<file path="src/logic/fconv_defs.svh">
/*
  constants of the unsigned float convert unit: opcodes, flag bit
  positions, register offsets, status word layout and reset values.
  assumes inclusion by bare name from the logic files.
*/
`ifndef FCONV_DEFS_SVH
`define FCONV_DEFS_SVH

// ----------------------------------------------------------------
// opcodes
// ----------------------------------------------------------------
`define OPC_FTOU_RZ_FLAGS 8'h7E
`define OPC_UTOF          8'h7F
`define OPC_UTOF_FLAGS    8'h80

// ----------------------------------------------------------------
// exception flag vector layout
// ----------------------------------------------------------------
`define FLAGS_W      7
`define FLG_DIVIDE_BY_ZERO      0
`define FLG_INEXACT             1
`define FLG_UNDERFLOW           2
`define FLG_OVERFLOW            3
`define FLG_INVALID             4
`define FLG_INPUT_FLUSHED_ZERO  5
`define FLG_OUTPUT_FLUSHED_ZERO 6

// ----------------------------------------------------------------
// float field constants
// ----------------------------------------------------------------
`define EXP_BIAS     8'h7F
`define EXP_U32_LIM  8'h9F
`define EXP_TOP      8'h9E

// ----------------------------------------------------------------
// register offsets and status word layout
// ----------------------------------------------------------------
`define REG_PSW      8'h00
`define REG_PIPE     8'h04
`define REG_RETIRED  8'h08
`define PSW_RM_LSB   8
`define PSW_RESET    32'h0000_0000

`endif

</file>
<file path="src/logic/fconv_pkg.sv">
/*
  types of the unsigned float convert unit.
  assumes nothing beyond the defs header.
*/
`default_nettype none

package fconv_pkg;

  // ----------------------------------------------------------------
  // operation kinds and rounding modes
  // ----------------------------------------------------------------
  typedef enum logic [1:0] {
    OP_NONE,
    OP_FTOU_FLAGS,
    OP_UTOF,
    OP_UTOF_FLAGS
  } op_kind_t;

  typedef enum logic [1:0] {
    RM_NEAREST,
    RM_ZERO,
    RM_POS,
    RM_NEG
  } rmode_t;

  typedef logic [6:0] flags_t;

endpackage

`default_nettype wire

</file>
<file path="src/logic/ftou_flags.sv">
/*
  combinational flags of a float to unsigned conversion that truncates.
  assumes a single-precision source; result is the flag vector.
*/
`default_nettype none
`include "fconv_defs.svh"

module ftou_flags (
  input  wire logic [31:0]       src,
  output fconv_pkg::flags_t      flags
);
  import fconv_pkg::*;

  // ----------------------------------------------------------------
  // field decode
  // ----------------------------------------------------------------
  wire logic        sign    = src[31];
  wire logic [7:0]  expo    = src[30:23];
  wire logic [22:0] man     = src[22:0];
  wire logic        is_zexp = (expo == 8'h00);
  wire logic        is_max  = (expo == 8'hFF);
  wire logic        ge_one  = (expo >= `EXP_BIAS);
  wire logic        too_big = (expo >= `EXP_U32_LIM);
  wire logic [7:0]  sh      = expo - `EXP_BIAS;
  wire logic [22:0] lostmsk = (sh >= 8'h17) ? 23'h000000 :
                              (23'h7FFFFF >> sh[4:0]);
  wire logic        frac_nz = |(man & lostmsk);

  // ----------------------------------------------------------------
  // classification
  // ----------------------------------------------------------------
  wire logic input_flushed_zero_flag =
               is_zexp & (man != 23'h000000);
  wire logic invalid_flag = ~is_zexp & (is_max | (sign & ge_one)
                     | (~sign & too_big));
  wire logic inexact_flag = ~is_zexp & ~invalid_flag
                            & (~ge_one | frac_nz);

  always_comb begin
    flags = '0;
    flags[`FLG_INPUT_FLUSHED_ZERO] = input_flushed_zero_flag;
    flags[`FLG_INVALID] = invalid_flag;
    flags[`FLG_INEXACT] = inexact_flag;
  end

endmodule

`default_nettype wire

</file>
<file path="src/logic/utof_round.sv">
/*
  combinational unsigned to single-precision conversion with the four
  rounding modes, plus the inexact flag.
  assumes the rounding mode is stable with the source.
*/
`default_nettype none
`include "fconv_defs.svh"

module utof_round (
  input  wire logic [31:0]       src,
  input  wire fconv_pkg::rmode_t rm,
  output logic [31:0]            result,
  output logic                   inexact
);
  import fconv_pkg::*;

  // ----------------------------------------------------------------
  // leading zero count
  // ----------------------------------------------------------------
  function automatic logic [4:0] lead_zeros(input logic [31:0] v);
    logic [4:0] n;
    logic       found;
    n = 5'h00;
    found = 1'b0;
    for (int i = 31; i >= 0; i--) begin
      if (!found && v[i]) begin
        found = 1'b1;
        n = 5'(31 - i);
      end
    end
    return n;
  endfunction

  // ----------------------------------------------------------------
  // normalise, round, pack
  // ----------------------------------------------------------------
  wire logic [4:0]  lz     = lead_zeros(src);
  wire logic [31:0] norm   = src << lz;
  wire logic        nz     = (src != 32'h0000_0000);
  wire logic        lsb    = norm[8];
  wire logic        guard  = norm[7];
  wire logic        sticky = |norm[6:0];
  wire logic [7:0]  expo   = `EXP_TOP - {3'h0, lz};
  logic             up;

  always_comb begin
    unique case (rm)
      RM_NEAREST: up = guard & (sticky | lsb);
      RM_ZERO:    up = 1'b0;
      RM_POS:     up = guard | sticky;
      RM_NEG:     up = 1'b0;
    endcase
  end

  // mantissa carry ripples into the exponent on its own
  assign result  = nz ? ({1'b0, expo, norm[30:8]} + {31'h0, up})
                      : 32'h0000_0000;
  assign inexact = nz & (guard | sticky);

endmodule

`default_nettype wire

</file>
<file path="src/logic/fconv_unit.sv">
/*
  unsigned float convert unit: two issue slots, three-cycle pipeline,
  status word with sticky exception flags and rounding mode, reached
  over a classic wishbone slave.
  assumes issue logic presents one operation per slot per cycle and
  the register file writes on the one-cycle write strobes.
*/
`default_nettype none
`include "fconv_defs.svh"

module fconv_unit #(
  parameter int DEST_W = 7,
  parameter int ADR_W  = 8
) (
  input  wire logic              MCLK,
  input  wire logic              RSTN,
  // wishbone slave
  input  wire logic              WB_CYC_I,
  input  wire logic              WB_STB_I,
  input  wire logic              WB_WE_I,
  input  wire logic [ADR_W-1:0]  WB_ADR_I,
  input  wire logic [3:0]        WB_SEL_I,
  input  wire logic [31:0]       WB_DAT_I,
  output logic      [31:0]       WB_DAT_O,
  output logic                   WB_ACK_O,
  // issue slot 1
  input  wire logic              S1_ISSUE,
  input  wire logic [7:0]        S1_OPCODE,
  input  wire logic [31:0]       S1_SRC,
  input  wire logic              S1_GUARD_USED,
  input  wire logic [31:0]       S1_GUARD,
  input  wire logic [DEST_W-1:0] S1_DEST,
  // issue slot 4
  input  wire logic              S4_ISSUE,
  input  wire logic [7:0]        S4_OPCODE,
  input  wire logic [31:0]       S4_SRC,
  input  wire logic              S4_GUARD_USED,
  input  wire logic [31:0]       S4_GUARD,
  input  wire logic [DEST_W-1:0] S4_DEST,
  // flag updates of other float units retiring this cycle
  input  wire fconv_pkg::flags_t FLAG_SET_IN,
  // register file write ports
  output logic                   S1_WR_EN,
  output logic      [DEST_W-1:0] S1_WR_DEST,
  output logic      [31:0]       S1_WR_DATA,
  output logic                   S4_WR_EN,
  output logic      [DEST_W-1:0] S4_WR_DEST,
  output logic      [31:0]       S4_WR_DATA,
  // status word view
  output fconv_pkg::flags_t      PSW_FLAGS,
  output fconv_pkg::rmode_t      PSW_ROUND
);
  import fconv_pkg::*;

  localparam int NS = 2;

  // ----------------------------------------------------------------
  // reset release
  // ----------------------------------------------------------------
  logic [1:0] rst_sync_reg;
  wire logic  rst_n = rst_sync_reg[1];

  always_ff @(posedge MCLK or negedge RSTN) begin
    if (!RSTN) begin
      rst_sync_reg <= 2'b00;
    end else begin
      rst_sync_reg <= {rst_sync_reg[0], 1'b1};
    end
  end

  // ----------------------------------------------------------------
  // opcode decode
  // ----------------------------------------------------------------
  function automatic op_kind_t decode_op(input logic       issue,
                                         input logic [7:0] opc);
    op_kind_t k;
    k = OP_NONE;
    if (issue) begin
      unique case (opc)
        `OPC_FTOU_RZ_FLAGS: k = OP_FTOU_FLAGS;
        `OPC_UTOF:          k = OP_UTOF;
        `OPC_UTOF_FLAGS:    k = OP_UTOF_FLAGS;
        default:            k = OP_NONE;
      endcase
    end
    return k;
  endfunction

  // ----------------------------------------------------------------
  // slot gathering
  // ----------------------------------------------------------------
  op_kind_t          kind_in [NS];
  logic [31:0]       src_in  [NS];
  logic              gok_in  [NS];
  logic [DEST_W-1:0] dest_in [NS];

  assign kind_in[0] = decode_op(S1_ISSUE, S1_OPCODE);
  assign kind_in[1] = decode_op(S4_ISSUE, S4_OPCODE);
  assign src_in[0]  = S1_SRC;
  assign src_in[1]  = S4_SRC;
  assign gok_in[0]  = ~S1_GUARD_USED | S1_GUARD[0];
  assign gok_in[1]  = ~S4_GUARD_USED | S4_GUARD[0];
  assign dest_in[0] = S1_DEST;
  assign dest_in[1] = S4_DEST;

  // ----------------------------------------------------------------
  // status word
  // ----------------------------------------------------------------
  flags_t flags_reg;
  flags_t flags_next;
  rmode_t rm_reg;
  rmode_t rm_next;

  // ----------------------------------------------------------------
  // stage 1: operands captured at issue
  // ----------------------------------------------------------------
  op_kind_t          kind1_reg [NS];
  logic [31:0]       src1_reg  [NS];
  logic              gok1_reg  [NS];
  logic [DEST_W-1:0] dest1_reg [NS];
  rmode_t            rm1_reg   [NS];

  // ----------------------------------------------------------------
  // stage 2: computed results
  // ----------------------------------------------------------------
  logic              we2_reg   [NS];
  logic [31:0]       data2_reg [NS];
  logic [DEST_W-1:0] dest2_reg [NS];
  flags_t            set2_reg  [NS];

  // ----------------------------------------------------------------
  // stage 3: write port registers
  // ----------------------------------------------------------------
  logic              we3_reg   [NS];
  logic [31:0]       data3_reg [NS];
  logic [DEST_W-1:0] dest3_reg [NS];

  logic [31:0] data2_next [NS];
  flags_t      set2_next  [NS];

  for (genvar s = 0; s < NS; s++) begin : g_slot
    flags_t      ftou_f;
    logic [31:0] utof_res;
    logic        utof_inexact;
    flags_t      utof_f;

    ftou_flags u_ftou (
      .src   (src1_reg[s]),
      .flags (ftou_f)
    );

    utof_round u_utof (
      .src     (src1_reg[s]),
      .rm      (rm1_reg[s]),
      .result  (utof_res),
      .inexact (utof_inexact)
    );

    always_comb begin
      utof_f = '0;
      utof_f[`FLG_INEXACT] = utof_inexact;
    end

    // flag operations only return the vector, status stays put
    assign data2_next[s] =
      (kind1_reg[s] == OP_FTOU_FLAGS) ? {25'h0, ftou_f} :
      (kind1_reg[s] == OP_UTOF_FLAGS) ? {25'h0, utof_f} :
      utof_res;
    assign set2_next[s] =
      (kind1_reg[s] == OP_UTOF && gok1_reg[s]) ? utof_f
                                               : '0;
  end

  // ----------------------------------------------------------------
  // pipeline advance
  // ----------------------------------------------------------------
  always_ff @(posedge MCLK or negedge rst_n) begin
    if (!rst_n) begin
      for (int s = 0; s < NS; s++) begin
        kind1_reg[s] <= OP_NONE;
        src1_reg[s]  <= 32'h0000_0000;
        gok1_reg[s]  <= 1'b0;
        dest1_reg[s] <= '0;
        rm1_reg[s]   <= RM_NEAREST;
        we2_reg[s]   <= 1'b0;
        data2_reg[s] <= 32'h0000_0000;
        dest2_reg[s] <= '0;
        set2_reg[s]  <= '0;
        we3_reg[s]   <= 1'b0;
        data3_reg[s] <= 32'h0000_0000;
        dest3_reg[s] <= '0;
      end
    end else begin
      for (int s = 0; s < NS; s++) begin
        kind1_reg[s] <= kind_in[s];
        src1_reg[s]  <= src_in[s];
        gok1_reg[s]  <= gok_in[s];
        dest1_reg[s] <= dest_in[s];
        rm1_reg[s]   <= rm_reg;
        we2_reg[s]   <= (kind1_reg[s] != OP_NONE) & gok1_reg[s];
        data2_reg[s] <= data2_next[s];
        dest2_reg[s] <= dest1_reg[s];
        set2_reg[s]  <= set2_next[s];
        we3_reg[s]   <= we2_reg[s];
        data3_reg[s] <= data2_reg[s];
        dest3_reg[s] <= dest2_reg[s];
      end
    end
  end

  // ----------------------------------------------------------------
  // register file write ports
  // ----------------------------------------------------------------
  assign S1_WR_EN   = we3_reg[0];
  assign S1_WR_DEST = dest3_reg[0];
  assign S1_WR_DATA = data3_reg[0];
  assign S4_WR_EN   = we3_reg[1];
  assign S4_WR_DEST = dest3_reg[1];
  assign S4_WR_DATA = data3_reg[1];

  // ----------------------------------------------------------------
  // wishbone slave
  // ----------------------------------------------------------------
  logic        ack_reg;
  logic [31:0] dat_o_reg;
  logic [31:0] retired_reg;

  wire logic access  = WB_CYC_I & WB_STB_I;
  wire logic hit_psw = (WB_ADR_I == ADR_W'(`REG_PSW));
  wire logic hit_pip = (WB_ADR_I == ADR_W'(`REG_PIPE));
  wire logic hit_ret = (WB_ADR_I == ADR_W'(`REG_RETIRED));
  wire logic psw_wr  = access & WB_WE_I & ack_reg & hit_psw;

  wire logic [5:0] pipe_busy = {we3_reg[1], we3_reg[0],
                                we2_reg[1], we2_reg[0],
                                kind1_reg[1] != OP_NONE,
                                kind1_reg[0] != OP_NONE};
  wire logic [31:0] psw_word = {22'h0, rm_reg, 1'b0, flags_reg};
  wire logic [31:0] rd_mux   = hit_psw ? psw_word :
                               hit_pip ? {26'h0, pipe_busy} :
                               hit_ret ? retired_reg : 32'h0000_0000;

  wire flags_t wr_flags = WB_SEL_I[0] ? WB_DAT_I[`FLAGS_W-1:0]
                                      : flags_reg;
  wire rmode_t wr_rm    = WB_SEL_I[1] ?
                          rmode_t'(WB_DAT_I[`PSW_RM_LSB+1:`PSW_RM_LSB])
                                      : rm_reg;

  // ----------------------------------------------------------------
  // status word update
  // ----------------------------------------------------------------
  // set wins over a clear in the same cycle
  assign flags_next = (psw_wr ? wr_flags : flags_reg)
                      | set2_reg[0] | set2_reg[1]
                      | FLAG_SET_IN;
  assign rm_next    = psw_wr ? wr_rm : rm_reg;

  // ----------------------------------------------------------------
  // retired write count
  // ----------------------------------------------------------------
  wire logic [1:0] ret_inc = {1'b0, we3_reg[0]} + {1'b0, we3_reg[1]};

  // ----------------------------------------------------------------
  // bus and status registers
  // ----------------------------------------------------------------
  always_ff @(posedge MCLK or negedge rst_n) begin
    if (!rst_n) begin
      ack_reg     <= 1'b0;
      dat_o_reg   <= 32'h0000_0000;
      flags_reg   <= flags_t'(`PSW_RESET);
      rm_reg      <= RM_NEAREST;
      retired_reg <= 32'h0000_0000;
    end else begin
      ack_reg     <= access & ~ack_reg;
      if (access & ~ack_reg) begin
        dat_o_reg <= rd_mux;
      end
      flags_reg   <= flags_next;
      rm_reg      <= rm_next;
      retired_reg <= retired_reg + {30'h0, ret_inc};
    end
  end

  assign WB_ACK_O  = ack_reg;
  assign WB_DAT_O  = dat_o_reg;
  assign PSW_FLAGS = flags_reg;
  assign PSW_ROUND = rm_reg;

endmodule

`default_nettype wire

</file>
<file path="config.mk">
export PLATFORM = sky130hd
export DESIGN_NAME = fconv_unit
export DESIGN_NICKNAME = d
export VERILOG_FILES = /design/src/logic/fconv_pkg.sv /design/src/logic/ftou_flags.sv /design/src/logic/utof_round.sv /design/src/logic/fconv_unit.sv
export VERILOG_INCLUDE_DIRS = /design/src /design/src/logic
export SDC_FILE = /design/constraint.sdc
export NUM_CORES = 1
export LEC_CHECK = 0
export CAP_MARGIN = 20
export CORE_UTILIZATION = 50
export DETAILED_ROUTE_END_ITERATION = 10
export DONT_BUFFER_PORTS = 1
export PLACE_DENSITY = 0.74
export RECOVER_POWER = 25
export SLEW_MARGIN = 40
export SYNTH_ARGS = -nofsm -noshare
export SYNTH_HDL_FRONTEND = slang
export SYNTH_HIERARCHICAL = 1
export SYNTH_SLANG_ARGS = --single-unit
</file>
<file path="constraint.sdc">
create_clock -name MCLK -period 10.9 [get_ports MCLK]
set_input_delay 0 -clock MCLK [delete_from_list [all_inputs] [get_ports MCLK]]
set_output_delay 0 -clock MCLK [all_outputs]
set_load 0.05 [all_outputs]
</file>
* Word level (Yosys, flattened, before mapping) *
Index checks and enable logic that the tools add are counted.

operators by class
  shifts and indexed selects = 4
  reductions and logical operators = 142
  add/subtract/negate cells = 8
  order comparisons = 6
  equal/unequal tests = 19
  muxes and demuxes = 145
  bitwise gates (word level) = 51
  $mul = 0
  divide/modulo/power cells = 0

operators with widths
  kind                                                  number
  two-way mux 32 bit                                    9
  two-way mux 5 bit                                     32
  adder 31 x 1 -> 32 bit                                2
  logical AND 1 bit                                     64
  two-way mux 1 bit                                     64
  two-way mux 4 bit                                     16
  nonzero test 32 bit                                   2
  left shift 32 x 5 -> 31 bit                           2
  logical NOT 1 bit                                     62
  bitwise AND 23 bit                                    2
  two-way mux 23 bit                                    2
  nonzero test 23 bit                                   2
  OR reduction 23 bit                                   2
  right shift 23 x 5 -> 23 bit (first input constant)   2
  adder 32 x 2 -> 32 bit                                1
  equality test 8 x 7 -> 1 bit (second input constant)  4
  equality test 8 bit (second input constant)           4
  logical NOT 8 bit                                     3
  two-way mux 3 bit                                     8
  bitwise AND 1 bit                                     23
  >= comparator 8 x 5 -> 1 bit (second input constant)  2
  >= comparator 8 x 7 -> 1 bit (second input constant)  2
  >= comparator 8 bit (second input constant)           2
  two-way mux 2 bit                                     8
  19 further kinds                                      55

word-level totals
  bits in registers = 326
  latch bits = 0
  memory bits (writable) = 0
  output and inout port bits = 122
  ROM bits = 0
  input bits = 218
  logic and storage cells = 404
  memories kept = 0

* Depth between registers and ports, before layout *
  word-level depth = 103
  gate-level depth with buffers = 25
  mapped depth without buffers = 20

* Hierarchy *
Netlist, hierarchy kept.

by module, submodules not included
  module                          instances  area an instance (um^2)  cells each  sequential area each (um^2)
  fconv_unit                      1          10,223.6                 664         8,107.8
  utof_round at g_slot[0].u_utof  1          3,996.3                  603         0.0
  utof_round at g_slot[1].u_utof  1          3,661.0                  549         0.0
  ftou_flags                      2          583.1                    84          0.0

* Worst setup path after synthesis *
Ideal clock, no wire load.

  kind = reg2reg
  from = register src1_reg[26] (netlist name)
  to = register data2_reg[22] (netlist name)
  path buffers = 4
  stages on the path, launching flop included = 23
  data required time = 10.768 ns
  data arrival time = 5.082 ns
  path slack = 5.686 ns
  clock period less this slack = 5.214 ns
  library setup time = 0.132 ns
  cells stage by stage = dfrtp_1 or4_1 buf_2 nor4_4 a22o_1 a21boi_2 nor2_4 inv_1 buf_4 buf_2 nor3_1 a21oi_1 o22a_1 a21o_1 a21oi_1 ha_1 and2_1 nand4_2 or4_1 buf_2 or4_4 xor2_1 nor2b_1

RTL lines
  element                           line               RTL
  start: declaration                fconv_unit.sv:118  logic [31:0] src1_reg [NS];
  start signal: indexed assignment  fconv_unit.sv:196  src1_reg[s] <= src_in[s];
  end signal: indexed assignment    fconv_unit.sv:201  data2_reg[s] <= data2_next[s];
  end: declaration                  fconv_unit.sv:127  logic [31:0] data2_reg [NS];

==> metrics.json <==
{
  "crit_path_end_kind": {"value": "register"},
  "max_clock_freq": {"value": 151, "unit": "MHz"},
  "netlist_instances": {"value": 1984},
  "synthFlopType": {"value": "dfrtp_1"},
  "routedWlPerCell": {"value": 25.0, "unit": "um"},
  "final_max_slew_viol_count": {"value": 0},
  "clk_pin_slew_worst_paths": {"value": 0.06, "unit": "ns"},
  "coreArea": {"value": 37600, "unit": "um2"},
  "syn-cell-area": {"value": 19000, "unit": "um2"},
  "drt_iter0_markers": {"value": 1839},
  "filler_cell_count": {"value": 3054},
  "share_seq_of_total_power": {"value": 0.472},
  "final-setup-viol-count": {"value": 0},
  "yosys_warnings": {"value": 6},
  "timing.final.crit_period": {"value": 6.63, "unit": "ns"},
  "grt_start_max_net_pins": {"value": 82},
  "fraction_of_layout_cells_with_a_size_suffix_above_1": {"value": 0.0882},
  "num_io_pins": {"value": 340},
  "placed_area": {"value": 19100, "unit": "um2"},
  "p_leak": {"value": 9.19, "unit": "nW"},
  "finalSetupTns": {"value": 0, "unit": "ns"},
  "postSynthAreaPerCell": {"value": 9.60, "unit": "um2"},
  "synth_largest_type_area_fraction": {"value": 0.426},
  "dr.pass1.iters": {"value": 5},
  "detail_route.drc_violations": {"value": 0},
  "pwr_density_cell": {"value": 141, "unit": "nW/um2"},
  "seq_area_frac_synth": {"value": 0.426},
  "critPathRequiredTime": {"value": 11.31, "unit": "ns"},
  "sequential_area": {"value": 8110, "unit": "um2"},
  "ir_drop": {"value": 135, "unit": "uV"},
  "cts_inserted_buffers": {"value": 36},
  "fp.dieW": {"value": 197, "unit": "um"},
  "grt_antenna_before_repair": {"value": 1},
  "cts.root.buffer_cell": {"value": "clkbuf_16"},
  "htreeDepth": {"value": 2},
  "design.die.area": {"value": 38900, "unit": "um2"},
  "max-clock-path-buffers": {"value": 3},
  "via_count_of_the_first_global_routing_pass": {"value": 16900},
  "drtAntennaViolNets": {"value": 0},
  "worst-endpoint-arrival": {"value": 7.04, "unit": "ns"},
  "status": {"value": "finished, final reports clean"},
  "grt-ovfl-total": {"value": 0},
  "floorplan.initialDensity": {"value": 0.507},
  "finalWirelength": {"value": 66800, "unit": "um"},
  "final-hold-violation-count": {"value": 0},
  "p_sw": {"value": 0.000992, "unit": "W"},
  "count_of_flip_flops_with_a_built_in_enable_after_synthesis": {"value": 0},
  "power_frac_clock": {"value": 0.376},
  "timing.critical_path.fanout_max": {"value": 26},
  "synth_async_sr_flop_share": {"value": 1.00},
  "synth.top_cells.by_area": {"value": "dfrtp_1 (43%), nand2_1 (2.9%), mux2i_1 (2.7%)"},
  "final_cell_area": {"value": 22400, "unit": "um2"},
  "worst-slew-pin-transition": {"value": 1.42, "unit": "ns"},
  "relative_contribution_of_combinational_cells_to_total_power": {"value": 0.152},
  "gr-usage-all-layers": {"value": 0.343},
  "tritoncts_clock_tree": {"value": "done"},
  "cap_violations": {"value": 0},
  "fin_crit_sh": {"value": 0.608},
  "hold_path.class": {"value": "in -> reg"},
  "viasPerCell": {"value": 6.54},
  "grt_setup_unrepaired": {"value": "no"},
  "layout.nets": {"value": 2370},
  "finalClockSkew": {"value": 0.0216, "unit": "ns"},
  "vias": {"value": 17500},
  "clock_latency_late_sink": {"value": 0.55, "unit": "ns"},
  "port-buffer-count": {"value": 0},
  "clock_sink_count": {"value": 324},
  "yosys.cell_types.count": {"value": 119},
  "place.gp.congestion": {"value": 0.987},
  "multiInputGateArea": {"value": 9920, "unit": "um2"},
  "crit_type": {"value": "reg -> reg"},
  "yosys_register_bits": {"value": 324},
  "slew_headroom": {"value": 0.0544},
  "first_pass_grt_wire_length": {"value": 103000, "unit": "um"},
  "synth_largest_area_cell": {"value": "dfrtp_1"},
  "syn_to_final_growth": {"value": 17.5, "unit": "%"},
  "die_height": {"value": 197, "unit": "um"},
  "cp-start-kind": {"value": "register"},
  "post_cts_resized": {"value": 0},
  "cell_internal_pwr": {"value": 0.00216, "unit": "W"},
  "switching_share": {"value": 0.315},
  "rows": {"value": 71},
  "detailedPlacementHpwl": {"value": 44300, "unit": "um"}
}
[cell families (layout without fill, tap and decap cells)]
kind of cell,count (synthesis),count (layout),synth area share
XOR/XNOR,79,79,0.0371
buffers and inverters,206,371,0.0557
multiplexers,65,65,0.0351
other,5,14,0.000985
flip-flops,324,324,0.426
AND/OR/NAND/NOR,720,720,0.214
AO/OA/AOI/OAI,563,563,0.217
adder cells (fa/ha/maj),22,22,0.0148
[metrics by stage]
step / hold slack (ns) / setup slack (ns) / instances / utilization / power (W)
2_1_floorplan: -0.296 / 1.20 / 1990 / - / 0.00178
3_3_place_gp: -0.296 / 4.16 / 2396 / 0.509 / 0.00190
3_5_place_dp: -0.295 / 4.03 / 2396 / 0.510 / 0.00191
4_1_cts: 0.000851 / 4.02 / 2665 / 0.595 / 0.00314
5_1_grt: 0.00443 / 3.86 / 2667 / 0.596 / 0.00327
6_report: 0.0164 / 4.27 / 2669 / 0.596 / 0.00315
[cells in the mapped netlist, drive strengths merged (37+ instances only)]
| library cell | n |
|---|---|
| inv | 78 |
| a21oi | 94 |
| nand2 | 148 |
| xnor2 | 42 |
| nor2 | 132 |
| nand3 | 90 |
| nor2b | 65 |
| nor4 | 52 |
| o21ai | 107 |
| nand4 | 37 |
| buf | 83 |
| mux2i | 51 |
| nor3 | 59 |
| dfrtp | 324 |
| clkbuf | 45 |
| xor2 | 37 |
[worst paths after layout]
check,start,end,slack (ns),cells after the start
setup / recovery,src1_reg[26],data2_reg[22],4.27,21
max in group asynchronous,rst_sync_reg[1],WB_DAT_O[15],8.34,2
min in group asynchronous,RSTN,rst_sync_reg[1],0.26,2
hold / removal,S4_SRC[11],src1_reg[11],0.02,1
hold reg to reg,data2_reg[17],S4_WR_DATA[17],0.34,0
setup reg to reg,src1_reg[26],data2_reg[22],4.27,21
[repair_timing]
| action | 4_1_cts | 5_1_grt |
|---|---|---|
| endpoints found under the hold margin | 105 | 1 |
| buffers inserted | 0 | 0 |
| hold buffers | 206 | 1 |
[per-layer routing]
layer | part of all wire | up-vias | GRT usage
li1 | - | 7683 | -
met1 | 0.40 | 8479 | 0.452
met2 | 0.45 | 1113 | 0.540
met3 | 0.11 | 192 | 0.0854
met4 | 0.041 | 0 | 0.140
met5 | 0 | - | 0
[cells in the final DEF, fill, tap and decap left out, drive strengths merged, types with 14 or more instances in the layout]
| cell | netlist | final |
|---|---|---|
| a211oi | 28 | 28 |
| a21boi | 15 | 15 |
| a21oi | 94 | 94 |
| a221oi | 26 | 26 |
| a22o | 36 | 36 |
| a22oi | 30 | 30 |
| a31oi | 20 | 20 |
| and2 | 19 | 19 |
| and3 | 18 | 18 |
| buf | 83 | 23 |
| clkbuf | 45 | 46 |
| dfrtp | 324 | 324 |
| dlygate4sd3 | 0 | 207 |
| ha | 21 | 21 |
| inv | 78 | 84 |
| mux2 | 14 | 14 |
| mux2i | 51 | 51 |
| nand2 | 148 | 148 |
| nand3 | 90 | 90 |
| nand4 | 37 | 37 |
| nor2 | 132 | 132 |
| nor2b | 65 | 65 |
| nor3 | 59 | 59 |
| nor4 | 52 | 52 |
| o211ai | 33 | 33 |
| o21ai | 107 | 107 |
| o22ai | 14 | 14 |
| or2 | 15 | 15 |
| or4 | 25 | 25 |
| xnor2 | 42 | 42 |
| xor2 | 37 | 37 |
[power by group through the flow]
stage | Clock, W | Sequential, W | Combinational (W)
floorplan | 0 | 0.00148 | 0.000309
global placement | 0 | 0.00150 | 0.000402
detailed placement | 0 | 0.00150 | 0.000407
CTS | 0.00120 | 0.00148 | 0.000462
global route | 0.00126 | 0.00150 | 0.000516
finish | 0.00119 | 0.00149 | 0.000478
[worst max-delay path, cell delays in order (launching register included)]
cell and delay, ns:
dfrtp_1 0.56, nor4_2 0.59, and4_1 0.58, nand2_2 0.18, or2_1 0.33, a21oi_4 0.41
nor2_4 0.03, buf_4 0.26, inv_2 0.42, o21ai_0 0.25, nor2_1 0.13, a21oi_1 0.06
o22a_1 0.25, a21o_1 0.19, a21oi_1 0.20, ha_1 0.23, and2_1 0.16, nand4_2 0.19
or4_1 0.66, or4_4 0.52, xor2_1 0.14, nor2b_1 0.13
[area by class of cell]
type	instances	share of cell area
flip-flops and latches	324	0.362
repair buffers	230	0.101
clock buffers	46	0.0428
clock inverters	17	0.00850
multi-input cells	1460	0.443
well taps	511	0.0286
inverters	78	0.0133
diodes	3	0.000335
(Power assumes the default switching activity.)
